File: config.mk
export PLATFORM = sky130hd
export DESIGN_NAME = aadp_top
export DESIGN_NICKNAME = d
export VERILOG_FILES = /design/src/aadp_pkg.sv /design/src/aadp_top.sv /design/src/aadp_fifo.sv
export VERILOG_INCLUDE_DIRS = /design/src /design/src/src
export SDC_FILE = /design/constraint.sdc
export NUM_CORES = 2
export LEC_CHECK = 0
export BUFFER_PORTS_ARGS = -buffer_cell sky130_fd_sc_hd__buf_2
export CAP_MARGIN = 20
export CORE_MARGIN = 3
export CORE_UTILIZATION = 55
export DETAILED_ROUTE_END_ITERATION = 12
export PLACE_DENSITY = 0.71
export SYNTH_ARGS = -nofsm -noshare
export SYNTH_HDL_FRONTEND = slang
export SYNTH_SLANG_ARGS = --single-unit
File: constraint.sdc
create_clock -name clk_sys -period 12.5 [get_ports clk_sys]
set_input_delay 1.875 -clock clk_sys [delete_from_list [all_inputs] [get_ports clk_sys]]
set_output_delay 1.875 -clock clk_sys [all_outputs]
set_load 0.02 [all_outputs]
File: src/aadp_params.svh
// Constants for the auxiliary converter decimation path
// Behaviour
// Gain code 000..111 means gain 1..128
// Gains 1, 2, 4 bypass the amplifier
// Gains 8..128: modulator x4, amplifier the rest
// Modulator sampled at clock divided by 144
// Sinc3 stage decimates by 64, 128 or 512
// Extra sinc1 by ten only at 10 SPS
// Rate code 00/01/10/11 = 10/100/400/800 SPS
// Total ratio is first times second ratio
// Each result is a 24-bit word
// Results corrected by 16-bit offset, full-scale
// Input select holds positive and negative fields
// Reference: three pin pairs, internal, or supply
// All rates derive from and scale with clock
// Settings independent of the main converter
// Begin and halt commands bound continuous converting
// Start clears filter, withholds unsettled results
`ifndef AADP_PARAMS_SVH
`define AADP_PARAMS_SVH
// Register indices, byte address is four times the index
`define AADP_IDX_CONFIG 8'h15
`define AADP_IDX_INSEL 8'h16
`define AADP_IDX_CTRL 8'h17
`define AADP_IDX_OFS 8'h18
`define AADP_IDX_FS 8'h19
`define AADP_IDX_STATUS 8'h1a
`define AADP_IDX_DATA 8'h1b
// Field positions
`define AADP_CFG_RATE_LSB 0
`define AADP_CFG_GAIN_LSB 2
`define AADP_CFG_REF_LSB 5
`define AADP_CTRL_BEGIN 0
`define AADP_CTRL_HALT 1
`define AADP_STAT_OVERRUN 2
// Reset values
`define AADP_RST_CONFIG 8'h00
`define AADP_RST_INSEL 8'h01
`define AADP_RST_OFS 16'h0000
`define AADP_RST_FS 16'h8000
// Rate codes
`define AADP_RATE_10 2'h0
`define AADP_RATE_100 2'h1
`define AADP_RATE_400 2'h2
`define AADP_RATE_800 2'h3
// Timing and arithmetic
`define AADP_MOD_DIV 144
`define AADP_SINC1_RATIO 10
`define AADP_SINC3_FILL 2
`define AADP_RECIP10 15'h3333
`define AADP_RECIP10_SHIFT 17
`define AADP_CAL_SHIFT 15
`define AADP_FIFO_DEPTH 16
`define AADP_RESP_OKAY 2'h0
`define AADP_RESP_SLVERR 2'h2
`endif

File: src/aadp_pkg.sv
// Types shared by the auxiliary converter decimation path
package aadp_pkg;
    // Gray coded along idle, fill, run
    typedef enum logic [1:0] {
        AADP_IDLE = 2'h0,
        AADP_FILL = 2'h1,
        AADP_RUN = 2'h3
    } aadp_state_t;
    // Reference selection codes
    typedef enum logic [2:0] {
        AADP_REF_PAIR01 = 3'h0,
        AADP_REF_PAIR23 = 3'h1,
        AADP_REF_PAIR45 = 3'h2,
        AADP_REF_INTERNAL = 3'h3,
        AADP_REF_SUPPLY = 3'h4
    } aadp_ref_t;
endpackage : aadp_pkg

File: src/aadp_top.sv
// Auxiliary converter decimation path with AXI4-Lite registers
//
// The AXI4-Lite slave port is this design's own decision.
`timescale 1ns/100ps
`include "aadp_params.svh"
module aadp_top #(
    parameter int MOD_DIV = `AADP_MOD_DIV,
    parameter int FIFO_DEPTH = `AADP_FIFO_DEPTH
) (
    input wire logic clk_sys,
    input wire logic rst_n,
    input wire logic [9:0] s_axi_awaddr,
    input wire logic s_axi_awvalid,
    output logic s_axi_awready,
    input wire logic [31:0] s_axi_wdata,
    input wire logic [3:0] s_axi_wstrb,
    input wire logic s_axi_wvalid,
    output logic s_axi_wready,
    output logic [1:0] s_axi_bresp,
    output logic s_axi_bvalid,
    input wire logic s_axi_bready,
    input wire logic [9:0] s_axi_araddr,
    input wire logic s_axi_arvalid,
    output logic s_axi_arready,
    output logic [31:0] s_axi_rdata,
    output logic [1:0] s_axi_rresp,
    output logic s_axi_rvalid,
    input wire logic s_axi_rready,
    input wire logic mod_bit,
    output logic mod_strobe,
    output logic mod_enable,
    output logic [3:0] aux_positive_input_field,
    output logic [3:0] aux_negative_input_field,
    output logic [1:0] mod_gain_code,
    output logic amp_bypass,
    output logic [2:0] amp_gain_code,
    output logic [4:0] ref_select
);
    import aadp_pkg::*;

    localparam int ACC_W = 29;

    // Gain decode: modulator code 0..2 means x1, x2, x4
    function automatic logic [1:0] mod_gain_of(input logic [2:0] g);
        mod_gain_of = (g < 3'h3) ? g[1:0] : 2'h2;
    endfunction : mod_gain_of

    // Amplifier code n means gain 2^n, 0 when bypassed
    function automatic logic [2:0] amp_gain_of(input logic [2:0] g);
        amp_gain_of = (g < 3'h3) ? 3'h0 : g - 3'h2;
    endfunction : amp_gain_of

    function automatic logic [8:0] ratio_m1_of(input logic [1:0] r);
        unique case (r)
            `AADP_RATE_10, `AADP_RATE_100: ratio_m1_of = 9'h1ff;
            `AADP_RATE_400: ratio_m1_of = 9'h07f;
            `AADP_RATE_800: ratio_m1_of = 9'h03f;
        endcase
    endfunction : ratio_m1_of

    function automatic logic signed [23:0] sat24(input logic signed [42:0] v);
        if (v > 43'sh7fffff)
        begin
            sat24 = 24'sh7fffff;
        end
        else if (v < -43'sh800000)
        begin
            sat24 = -24'sh800000;
        end
        else
        begin
            sat24 = v[23:0];
        end
    endfunction : sat24

    // Registers kept apart from any main converter settings
    logic [7:0] aux_converter_config;
    logic [7:0] aux_input_select;
    logic [15:0] cal_offset;
    logic [15:0] cal_fullscale;
    logic overrun;

    logic [7:0] aw_idx;
    logic [31:0] w_data;
    logic [3:0] w_strb;
    logic aw_ok;
    logic write_en;
    logic read_take;
    logic [7:0] ar_idx;
    logic [31:0] next_rdata;
    logic [1:0] next_rresp;

    aadp_state_t state;
    logic clr;
    logic begin_cmd;
    logic halt_cmd;
    logic cfg_change;
    logic [1:0] rate;

    logic [7:0] div_cnt;
    logic tick;
    logic [8:0] dec_cnt;
    logic signed [ACC_W-1:0] i1, i2, i3, d1, d2, d3;
    logic signed [ACC_W-1:0] next_c1, next_c2, next_c3;
    logic signed [42:0] next_scaled;
    logic s3_valid;
    logic signed [23:0] s3_data;
    logic [1:0] fill_cnt;
    logic [3:0] s1_cnt;
    logic signed [27:0] s1_sum;
    logic filt_valid;
    logic signed [23:0] filt_data;
    logic signed [42:0] next_cal;
    logic cal_valid;
    logic signed [23:0] cal_data;

    logic fifo_ready;
    logic fifo_valid;
    logic fifo_pop;
    logic [23:0] fifo_data;
    logic [$clog2(FIFO_DEPTH):0] fifo_level;

    assign rate = aux_converter_config[`AADP_CFG_RATE_LSB +: 2];

    // AXI4-Lite write path: address and data taken in either order
    always_ff @(posedge clk_sys or negedge rst_n)
    begin
        if (!rst_n)
        begin
            s_axi_awready <= 1'b1;
            s_axi_wready <= 1'b1;
            s_axi_bvalid <= 1'b0;
            s_axi_bresp <= `AADP_RESP_OKAY;
            aw_idx <= 8'h00;
            aw_ok <= 1'b0;
            w_data <= 32'h0000_0000;
            w_strb <= 4'h0;
        end
        else
        begin
            if (s_axi_awvalid && s_axi_awready)
            begin
                s_axi_awready <= 1'b0;
                aw_idx <= s_axi_awaddr[9:2];
                aw_ok <= (s_axi_awaddr[1:0] == 2'h0);
            end
            if (s_axi_wvalid && s_axi_wready)
            begin
                s_axi_wready <= 1'b0;
                w_data <= s_axi_wdata;
                w_strb <= s_axi_wstrb;
            end
            if (write_en)
            begin
                s_axi_bvalid <= 1'b1;
                s_axi_bresp <= (aw_ok && aw_idx >= `AADP_IDX_CONFIG && aw_idx <= `AADP_IDX_STATUS)
                    ? `AADP_RESP_OKAY : `AADP_RESP_SLVERR;
            end
            else if (s_axi_bvalid && s_axi_bready)
            begin
                s_axi_bvalid <= 1'b0;
                s_axi_awready <= 1'b1;
                s_axi_wready <= 1'b1;
            end
        end
    end

    assign write_en = !s_axi_awready && !s_axi_wready && !s_axi_bvalid;

    // Command and settings decode for the converter sequence
    always_comb
    begin
        begin_cmd = 1'b0;
        halt_cmd = 1'b0;
        cfg_change = 1'b0;
        if (write_en && aw_ok && w_strb[0])
        begin
            begin_cmd = (aw_idx == `AADP_IDX_CTRL) && w_data[`AADP_CTRL_BEGIN];
            halt_cmd = (aw_idx == `AADP_IDX_CTRL) && w_data[`AADP_CTRL_HALT];
            cfg_change = (aw_idx == `AADP_IDX_CONFIG) || (aw_idx == `AADP_IDX_INSEL);
        end
    end

    // Begin, or a settings change while converting, restarts the filter
    assign clr = !halt_cmd && (begin_cmd || (cfg_change && state != AADP_IDLE));

    always_ff @(posedge clk_sys or negedge rst_n)
    begin
        if (!rst_n)
        begin
            aux_converter_config <= `AADP_RST_CONFIG;
            aux_input_select <= `AADP_RST_INSEL;
            cal_offset <= `AADP_RST_OFS;
            cal_fullscale <= `AADP_RST_FS;
        end
        else if (write_en && aw_ok)
        begin
            if (aw_idx == `AADP_IDX_CONFIG && w_strb[0])
            begin
                aux_converter_config <= w_data[7:0];
            end
            if (aw_idx == `AADP_IDX_INSEL && w_strb[0])
            begin
                aux_input_select <= w_data[7:0];
            end
            for (int b = 0; b < 2; b++)
            begin
                if (aw_idx == `AADP_IDX_OFS && w_strb[b])
                begin
                    cal_offset[8*b +: 8] <= w_data[8*b +: 8];
                end
                if (aw_idx == `AADP_IDX_FS && w_strb[b])
                begin
                    cal_fullscale[8*b +: 8] <= w_data[8*b +: 8];
                end
            end
        end
    end

    // AXI4-Lite read path, data register pops the FIFO
    assign read_take = s_axi_arvalid && s_axi_arready;
    assign ar_idx = s_axi_araddr[9:2];
    assign fifo_pop = read_take && (s_axi_araddr[1:0] == 2'h0)
        && (ar_idx == `AADP_IDX_DATA) && fifo_valid;

    always_comb
    begin
        next_rdata = 32'h0000_0000;
        next_rresp = `AADP_RESP_OKAY;
        if (s_axi_araddr[1:0] != 2'h0)
        begin
            next_rresp = `AADP_RESP_SLVERR;
        end
        else
        begin
            unique case (ar_idx)
                `AADP_IDX_CONFIG: next_rdata[7:0] = aux_converter_config;
                `AADP_IDX_INSEL: next_rdata[7:0] = aux_input_select;
                `AADP_IDX_CTRL: next_rdata = 32'h0000_0000;
                `AADP_IDX_OFS: next_rdata[15:0] = cal_offset;
                `AADP_IDX_FS: next_rdata[15:0] = cal_fullscale;
                `AADP_IDX_STATUS: next_rdata = {23'h000000, fifo_level, 1'b0, overrun,
                    state == AADP_RUN, state != AADP_IDLE};
                `AADP_IDX_DATA: next_rdata[23:0] = fifo_valid ? fifo_data : 24'h000000;
                default: next_rresp = `AADP_RESP_SLVERR;
            endcase
        end
    end

    always_ff @(posedge clk_sys or negedge rst_n)
    begin
        if (!rst_n)
        begin
            s_axi_arready <= 1'b1;
            s_axi_rvalid <= 1'b0;
            s_axi_rdata <= 32'h0000_0000;
            s_axi_rresp <= `AADP_RESP_OKAY;
        end
        else if (read_take)
        begin
            s_axi_arready <= 1'b0;
            s_axi_rvalid <= 1'b1;
            s_axi_rdata <= next_rdata;
            s_axi_rresp <= next_rresp;
        end
        else if (s_axi_rvalid && s_axi_rready)
        begin
            s_axi_rvalid <= 1'b0;
            s_axi_arready <= 1'b1;
        end
    end

    // Converter sequence: runs continuously from begin until halt
    always_ff @(posedge clk_sys or negedge rst_n)
    begin
        if (!rst_n)
        begin
            state <= AADP_IDLE;
        end
        else if (halt_cmd)
        begin
            state <= AADP_IDLE;
        end
        else if (clr)
        begin
            state <= AADP_FILL;
        end
        else if (state == AADP_FILL && tick && dec_cnt == ratio_m1_of(rate)
            && fill_cnt == 2'(`AADP_SINC3_FILL))
        begin
            state <= AADP_RUN;
        end
    end

    // Modulator sample strobe at clock divided by MOD_DIV
    always_ff @(posedge clk_sys or negedge rst_n)
    begin
        if (!rst_n)
        begin
            div_cnt <= 8'h00;
            tick <= 1'b0;
        end
        else if (clr || state == AADP_IDLE)
        begin
            div_cnt <= 8'h00;
            tick <= 1'b0;
        end
        else if (div_cnt == 8'(MOD_DIV - 1))
        begin
            div_cnt <= 8'h00;
            tick <= 1'b1;
        end
        else
        begin
            div_cnt <= div_cnt + 8'h01;
            tick <= 1'b0;
        end
    end

    // Sinc3 integrators at modulator rate, combs at the decimated rate
    always_comb
    begin
        next_c1 = i3 - d1;
        next_c2 = next_c1 - d2;
        next_c3 = next_c2 - d3;
        unique case (rate)
            `AADP_RATE_10, `AADP_RATE_100: next_scaled = 43'(next_c3 >>> 4);
            `AADP_RATE_400: next_scaled = 43'(next_c3) <<< 2;
            `AADP_RATE_800: next_scaled = 43'(next_c3) <<< 5;
        endcase
    end

    always_ff @(posedge clk_sys or negedge rst_n)
    begin
        if (!rst_n)
        begin
            {i1, i2, i3, d1, d2, d3} <= '0;
            dec_cnt <= 9'h000;
            fill_cnt <= 2'h0;
            s3_valid <= 1'b0;
            s3_data <= 24'sh000000;
        end
        else if (clr || state == AADP_IDLE)
        begin
            {i1, i2, i3, d1, d2, d3} <= '0;
            dec_cnt <= 9'h000;
            fill_cnt <= 2'h0;
            s3_valid <= 1'b0;
        end
        else
        begin
            s3_valid <= 1'b0;
            if (tick)
            begin
                i1 <= i1 + (mod_bit ? ACC_W'(1) : -ACC_W'(1));
                i2 <= i2 + i1;
                i3 <= i3 + i2;
                if (dec_cnt == ratio_m1_of(rate))
                begin
                    dec_cnt <= 9'h000;
                    d1 <= i3;
                    d2 <= next_c1;
                    d3 <= next_c2;
                    if (state == AADP_FILL)
                    begin
                        fill_cnt <= fill_cnt + 2'h1;
                    end
                    s3_valid <= (state == AADP_RUN);
                    s3_data <= sat24(next_scaled);
                end
                else
                begin
                    dec_cnt <= dec_cnt + 9'h001;
                end
            end
        end
    end

    // Second stage: sinc1 by ten at 10 SPS, otherwise pass through
    always_ff @(posedge clk_sys or negedge rst_n)
    begin
        if (!rst_n)
        begin
            s1_cnt <= 4'h0;
            s1_sum <= 28'sh0000000;
            filt_valid <= 1'b0;
            filt_data <= 24'sh000000;
        end
        else if (clr || state == AADP_IDLE)
        begin
            s1_cnt <= 4'h0;
            s1_sum <= 28'sh0000000;
            filt_valid <= 1'b0;
        end
        else
        begin
            filt_valid <= 1'b0;
            if (s3_valid && rate != `AADP_RATE_10)
            begin
                filt_valid <= 1'b1;
                filt_data <= s3_data;
            end
            else if (s3_valid && s1_cnt == 4'(`AADP_SINC1_RATIO - 1))
            begin
                s1_cnt <= 4'h0;
                s1_sum <= 28'sh0000000;
                filt_valid <= 1'b1;
                filt_data <= sat24(((43'(s1_sum) + 43'(s3_data))
                    * $signed(43'(`AADP_RECIP10))) >>> `AADP_RECIP10_SHIFT);
            end
            else if (s3_valid)
            begin
                s1_cnt <= s1_cnt + 4'h1;
                s1_sum <= s1_sum + 28'(s3_data);
            end
        end
    end

    // Calibration: (raw - offset) * fullscale / 2^15
    assign next_cal = ((43'(filt_data) - 43'($signed(cal_offset)))
        * $signed(43'({1'b0, cal_fullscale}))) >>> `AADP_CAL_SHIFT;

    // Result held while the FIFO is full; newer ones are lost
    always_ff @(posedge clk_sys or negedge rst_n)
    begin
        if (!rst_n)
        begin
            cal_valid <= 1'b0;
            cal_data <= 24'sh000000;
        end
        else if (filt_valid && (!cal_valid || fifo_ready))
        begin
            cal_valid <= 1'b1;
            cal_data <= sat24(next_cal);
        end
        else if (fifo_ready || clr)
        begin
            cal_valid <= 1'b0;
        end
    end

    // Overrun is sticky, write one to clear, a new event wins
    always_ff @(posedge clk_sys or negedge rst_n)
    begin
        if (!rst_n)
        begin
            overrun <= 1'b0;
        end
        else if (filt_valid && cal_valid && !fifo_ready)
        begin
            overrun <= 1'b1;
        end
        else if (write_en && aw_ok && aw_idx == `AADP_IDX_STATUS && w_strb[0]
            && w_data[`AADP_STAT_OVERRUN])
        begin
            overrun <= 1'b0;
        end
    end

    aadp_fifo #(
        .WIDTH(24),
        .DEPTH(FIFO_DEPTH)
    ) u_fifo (
        .clk_sys(clk_sys),
        .rst_n(rst_n),
        .push_valid(cal_valid),
        .push_ready(fifo_ready),
        .push_data(cal_data),
        .pop_valid(fifo_valid),
        .pop_ready(fifo_pop),
        .pop_data(fifo_data),
        .level(fifo_level)
    );

    // Analog front-end controls, registered from converter state and settings
    always_ff @(posedge clk_sys or negedge rst_n)
    begin
        if (!rst_n)
        begin
            mod_strobe <= 1'b0;
            mod_enable <= 1'b0;
            aux_positive_input_field <= 4'h0;
            aux_negative_input_field <= 4'h0;
            mod_gain_code <= 2'h0;
            amp_bypass <= 1'b1;
            amp_gain_code <= 3'h0;
            ref_select <= 5'h01;
        end
        else
        begin
            mod_strobe <= (state != AADP_IDLE) && !clr && div_cnt == 8'(MOD_DIV - 1);
            mod_enable <= (state != AADP_IDLE) && !clr;
            aux_positive_input_field <= aux_input_select[7:4];
            aux_negative_input_field <= aux_input_select[3:0];
            mod_gain_code <= mod_gain_of(aux_converter_config[`AADP_CFG_GAIN_LSB +: 3]);
            amp_bypass <= aux_converter_config[`AADP_CFG_GAIN_LSB +: 3] < 3'h3;
            amp_gain_code <= amp_gain_of(aux_converter_config[`AADP_CFG_GAIN_LSB +: 3]);
            unique case (aux_converter_config[`AADP_CFG_REF_LSB +: 3])
                AADP_REF_PAIR01: ref_select <= 5'h01;
                AADP_REF_PAIR23: ref_select <= 5'h02;
                AADP_REF_PAIR45: ref_select <= 5'h04;
                AADP_REF_SUPPLY: ref_select <= 5'h10;
                default: ref_select <= 5'h08;
            endcase
        end
    end
endmodule : aadp_top

File: src/aadp_fifo.sv
// Result FIFO with valid and ready on both sides
`timescale 1ns/100ps
module aadp_fifo #(
    parameter int WIDTH = 24,
    parameter int DEPTH = 16
) (
    input wire logic clk_sys,
    input wire logic rst_n,
    input wire logic push_valid,
    output logic push_ready,
    input wire logic [WIDTH-1:0] push_data,
    output logic pop_valid,
    input wire logic pop_ready,
    output logic [WIDTH-1:0] pop_data,
    output logic [$clog2(DEPTH):0] level
);
    localparam int AW = $clog2(DEPTH);
    logic [WIDTH-1:0] mem [DEPTH];
    logic [AW-1:0] wr_ptr;
    logic [AW-1:0] rd_ptr;
    logic do_push;
    logic do_pop;

    assign push_ready = (level != (AW+1)'(DEPTH));
    assign pop_valid = (level != '0);
    assign pop_data = mem[rd_ptr];
    assign do_push = push_valid && push_ready;
    assign do_pop = pop_valid && pop_ready;

    always_ff @(posedge clk_sys)
    begin
        if (do_push)
        begin
            mem[wr_ptr] <= push_data;
        end
    end

    always_ff @(posedge clk_sys or negedge rst_n)
    begin
        if (!rst_n)
        begin
            wr_ptr <= '0;
            rd_ptr <= '0;
            level <= '0;
        end
        else
        begin
            if (do_push)
            begin
                wr_ptr <= (wr_ptr == AW'(DEPTH-1)) ? '0 : wr_ptr + 1'b1;
            end
            if (do_pop)
            begin
                rd_ptr <= (rd_ptr == AW'(DEPTH-1)) ? '0 : rd_ptr + 1'b1;
            end
            if (do_push && !do_pop)
            begin
                level <= level + 1'b1;
            end
            else if (do_pop && !do_push)
            begin
                level <= level - 1'b1;
            end
        end
    end
endmodule : aadp_fifo

==> summary.txt <==
Outcome
  • Run status: finished, final reports clean

Finish
  • P&R area growth vs syn: 8.345%
  • # fillers: ~9,500
  • Total Nets Final: 7,367
  • Share of layout cells above drive strength 1: 0.09495

Drt
  • Met3 WL: roughly 14,000 um
  • Metal-1 WL: 69,400 um
  • Antenna-violating nets left: 0
  • Initial DRC Count: roughly 3,800
  • Wire length per cell: 20.52 um
  • Remaining DRCs: 0
  • Via density: approximately 5.8
  • WL met2: 74,070 um
  • Max layer used: met5
  • Total Routed Length: 161,900 um
  • Vias: 45,790
  • Number of iterations in the first detailed-routing pass: 6

Floorplan
  • Core Area: 116,700 um2
  • Initial core utilization: 0.5567
  • Die height: 349.7 um
  • Chip width: 349.7 um
  • Die area: 122,300 um2
  • I/O pin count: between 100 and 150
  • Number of core rows: 125

Setup path
  • CP delay by family, top: compound AO/OA/AOI/OAI gates
  • CP most frequent cell: fa_1
  • CP peak stage delay: 0.88 ns
  • CP max-delay cell: xor2_1
  • CP Buf/Inv Count: 4
  • Worst setup SP type: register
  • Worst flop-to-flop path startpoint: cal_offset[0]
  • Depth of the worst register-to-register path: 36
  • Crit path max fanout: 23
  • Setup crit end kind: register
  • Critical path class: reg -> reg
  • Critical Path AT: roughly 12 ns
  • End of the worst register-to-register path: cal_data[8]
  • Worst path required time: ~13 ns
  • R2R Setup Slk: 1.30 ns

Yosys
  • Synth Flop Type: dfrtp_1
  • Number of flops mapped to enable cells by yosys: roughly 380
  • Share of the synthesized area in the top cell type: 0.1775
  • Yosys Warn Count: 0
  • Cell Area, Synth: 64,950 um2
  • FF+latch count, synth: between 800 and 900
  • Mapped Cells: 6,239
  • Synth top cells by count: inv_1 (907), nand2_1 (641), fa_1 (552), ha_1 (464), dfrtp_1 (436)
  • Top area cells in the synthesized netlist: edfxtp_1 (18%), fa_1 (17%), dfrtp_1 (17%)
  • Largest area contributor in the netlist: edfxtp_1
  • Mean area per synthesized cell: 10.41 um2
  • Post-synth cell types: 93
  • FFs w/ async S/R, synth: 0.5357
  • Register area share after synthesis: 0.3483
  • Most common cell in the netlist: inv_1

Timing
  • Max_slew headroom: 0.1833
  • Worst Tran Pin Value: 1.208 ns
  • Pins Over Slew Limit: 0
  • Final period util: 0.8960
  • Unrepaired setup endpoints after global routing: false
  • Final setup fails: 0
  • Tmin final: between 10 and 15 ns
  • Setup TNS: 0 ns
  • Max frequency: 0.08929 GHz
  • Clock Skew: 0.07820 ns
  • Hold Vio Cnt, Final: 0

CTS
  • Post-CTS Setup Bufs: 0
  • Post-CTS sizing: 0
  • Max H-tree Level: 3
  • CTS tree: yes
  • CTS root buffer: clkbuf_16
  • CTS Sinks: 827
  • Clock transition at path regs: 0.06 ns
  • CTS max path bufs: 3
  • Clk_lat worst skew: 0.68 ns
  • CTS buffer count: 88
  • Post-CTS Hold Fix Bufs: 0

Pwr
  • Pwr Density: roughly 90 nW/um2
  • Clock network power share: 0.422
  • Net load switching power: 1.713 mW
  • Switching Share: 0.2710
  • Lkg Pwr: about 31 nW
  • Final Power: 6.321 mW
  • Seq pwr share: 0.476
  • Total internal power: between 4 and 5 mW
  • Combinational share of power: 0.102
  • Worst vdd ir: around 0.00013 V

Global route
  • Largest net degree at the start of global routing: ~170
  • Gr usage total: 0.2712
  • First-pass GRT wire length: between 200,000 and 300,000 um
  • Vias in the first global route: between 40,000 and 50,000
  • Initial antenna violation count: 5
  • Gr ovfl total: 0

Placed design
  • Final Wtd Congestion: between 0.9 and 1
  • Post-DP HPWL: between 100,000 and 150,000 um
  • Port Buffers: 97

Hold path
  • Min-delay src: div_cnt[0]
  • Min-Delay Endpoint: div_cnt[0]
  • Hold Crit Depth: 1
  • Hold Crit Class: reg -> reg

Flow run
  • Max_cap viols: 0
-- logic make-up after synthesis --
group                      Yosys count  synth area share
and+or+nand+nor                   1580            0.1134
buffers and inverters             1153           0.06786
AOI/OAI and AO/OA                 1136            0.1105
adders and majority gates         1017            0.2597
DFF                                827            0.3483
xor gates and xnor gates           279           0.03785
muxes                              246           0.06234
other                                1        0.00005773
-- layer usage --
metal	vias up	GRT usage
li1	21180	-
met1	22770	0.3800
met2	1583	0.4249
met3	257	0.06263
met4	2	0.07985
met5	-	0
-- state kept, by name, indices dropped and copies added, names as in the netlist, 5 cells and up --
| name | count |
|---|---|
| d2 | 29 |
| div_cnt | 8 |
| u_fifo.level | 5 |
| i2 | 29 |
| d3 | 29 |
| aux_input_select | 8 |
| d1 | 29 |
| s3_data | 24 |
| aw_idx | 8 |
| i3 | 29 |
| filt_data | 24 |
| cal_fullscale | 16 |
| s_axi_rdata | 24 |
| i1 | 29 |
| cal_offset | 16 |
| aux_converter_config | 8 |
| cal_data | 24 |
| dec_cnt | 9 |
| w_data | 16 |
| ref_select | 5 |
| s1_sum | 28 |
| u_fifo.mem | 384 |
-- power by group through the flow --
stage	sequential [mW]	combinational [mW]	clock, mW
floorplan	2.99	0.336	0
global placement	3.05	0.610	0
finish	3.01	0.643	2.67
global route	3.01	0.683	2.82
detailed placement	3.05	0.621	0
CTS	3.00	0.625	2.72
-- cell type report --
type                       count  area, um2  share of cell area
multi-input combinational   4268      38110              0.5415
clock buffer                 127       2519             0.03579
antenna                        3      7.507           0.0001067
sequential                   827      22640              0.3217
clock inverter                37      483.0            0.006863
inverter                     910       3417             0.04856
timing repair buffer         192       1295             0.01840
tap                         1524       1907             0.02710
-- layout by cell type (no fill, tap or decap), types with 86 or more instances in the layout --
cell type  instances
a21o_1           135
a21oi_1          386
and2_1           147
buf_2             96
buf_4             86
clkbuf_16         88
dfrtp_1          432
edfxtp_1         384
fa_1             552
ha_1             464
inv_1            907
mux4_2           120
nand2_1          641
nand3_1           88
nor2_1           306
o21ai_0          230
xnor2_1          185
xor2_1            89
-- worst max path at each step --
stage | startpoint | end | cells past startpoint
floorplan | filt_data[0] | cal_data[10] | 40
global placement | filt_data[0] | cal_data[15] | 37
detailed placement | cal_offset[0] | cal_data[8] | 36
CTS | cal_offset[0] | cal_data[8] | 36
global route | cal_offset[0] | cal_data[15] | 36
finish | cal_offset[0] | cal_data[8] | 36
-- metrics by stage --
step / setup slack, ns / utilization / hold WS (ns) / cell area (um2) / instances
finish: 1.300 / 0.6032 / 0.4488 / 70370 / 7888
global route: 0.6858 / 0.6031 / 0.4622 / 70370 / 7886
CTS: 1.355 / 0.6021 / 0.4504 / 70250 / 7878
detailed placement: 1.432 / 0.5763 / 0.4425 / 67240 / 7714
global placement: 1.488 / 0.5762 / 0.4384 / 67230 / 7713
floorplan: 3.132 / - / 0.3709 / 64990 / 6248
No activity file was read; power rests on OpenSTA's default activity.
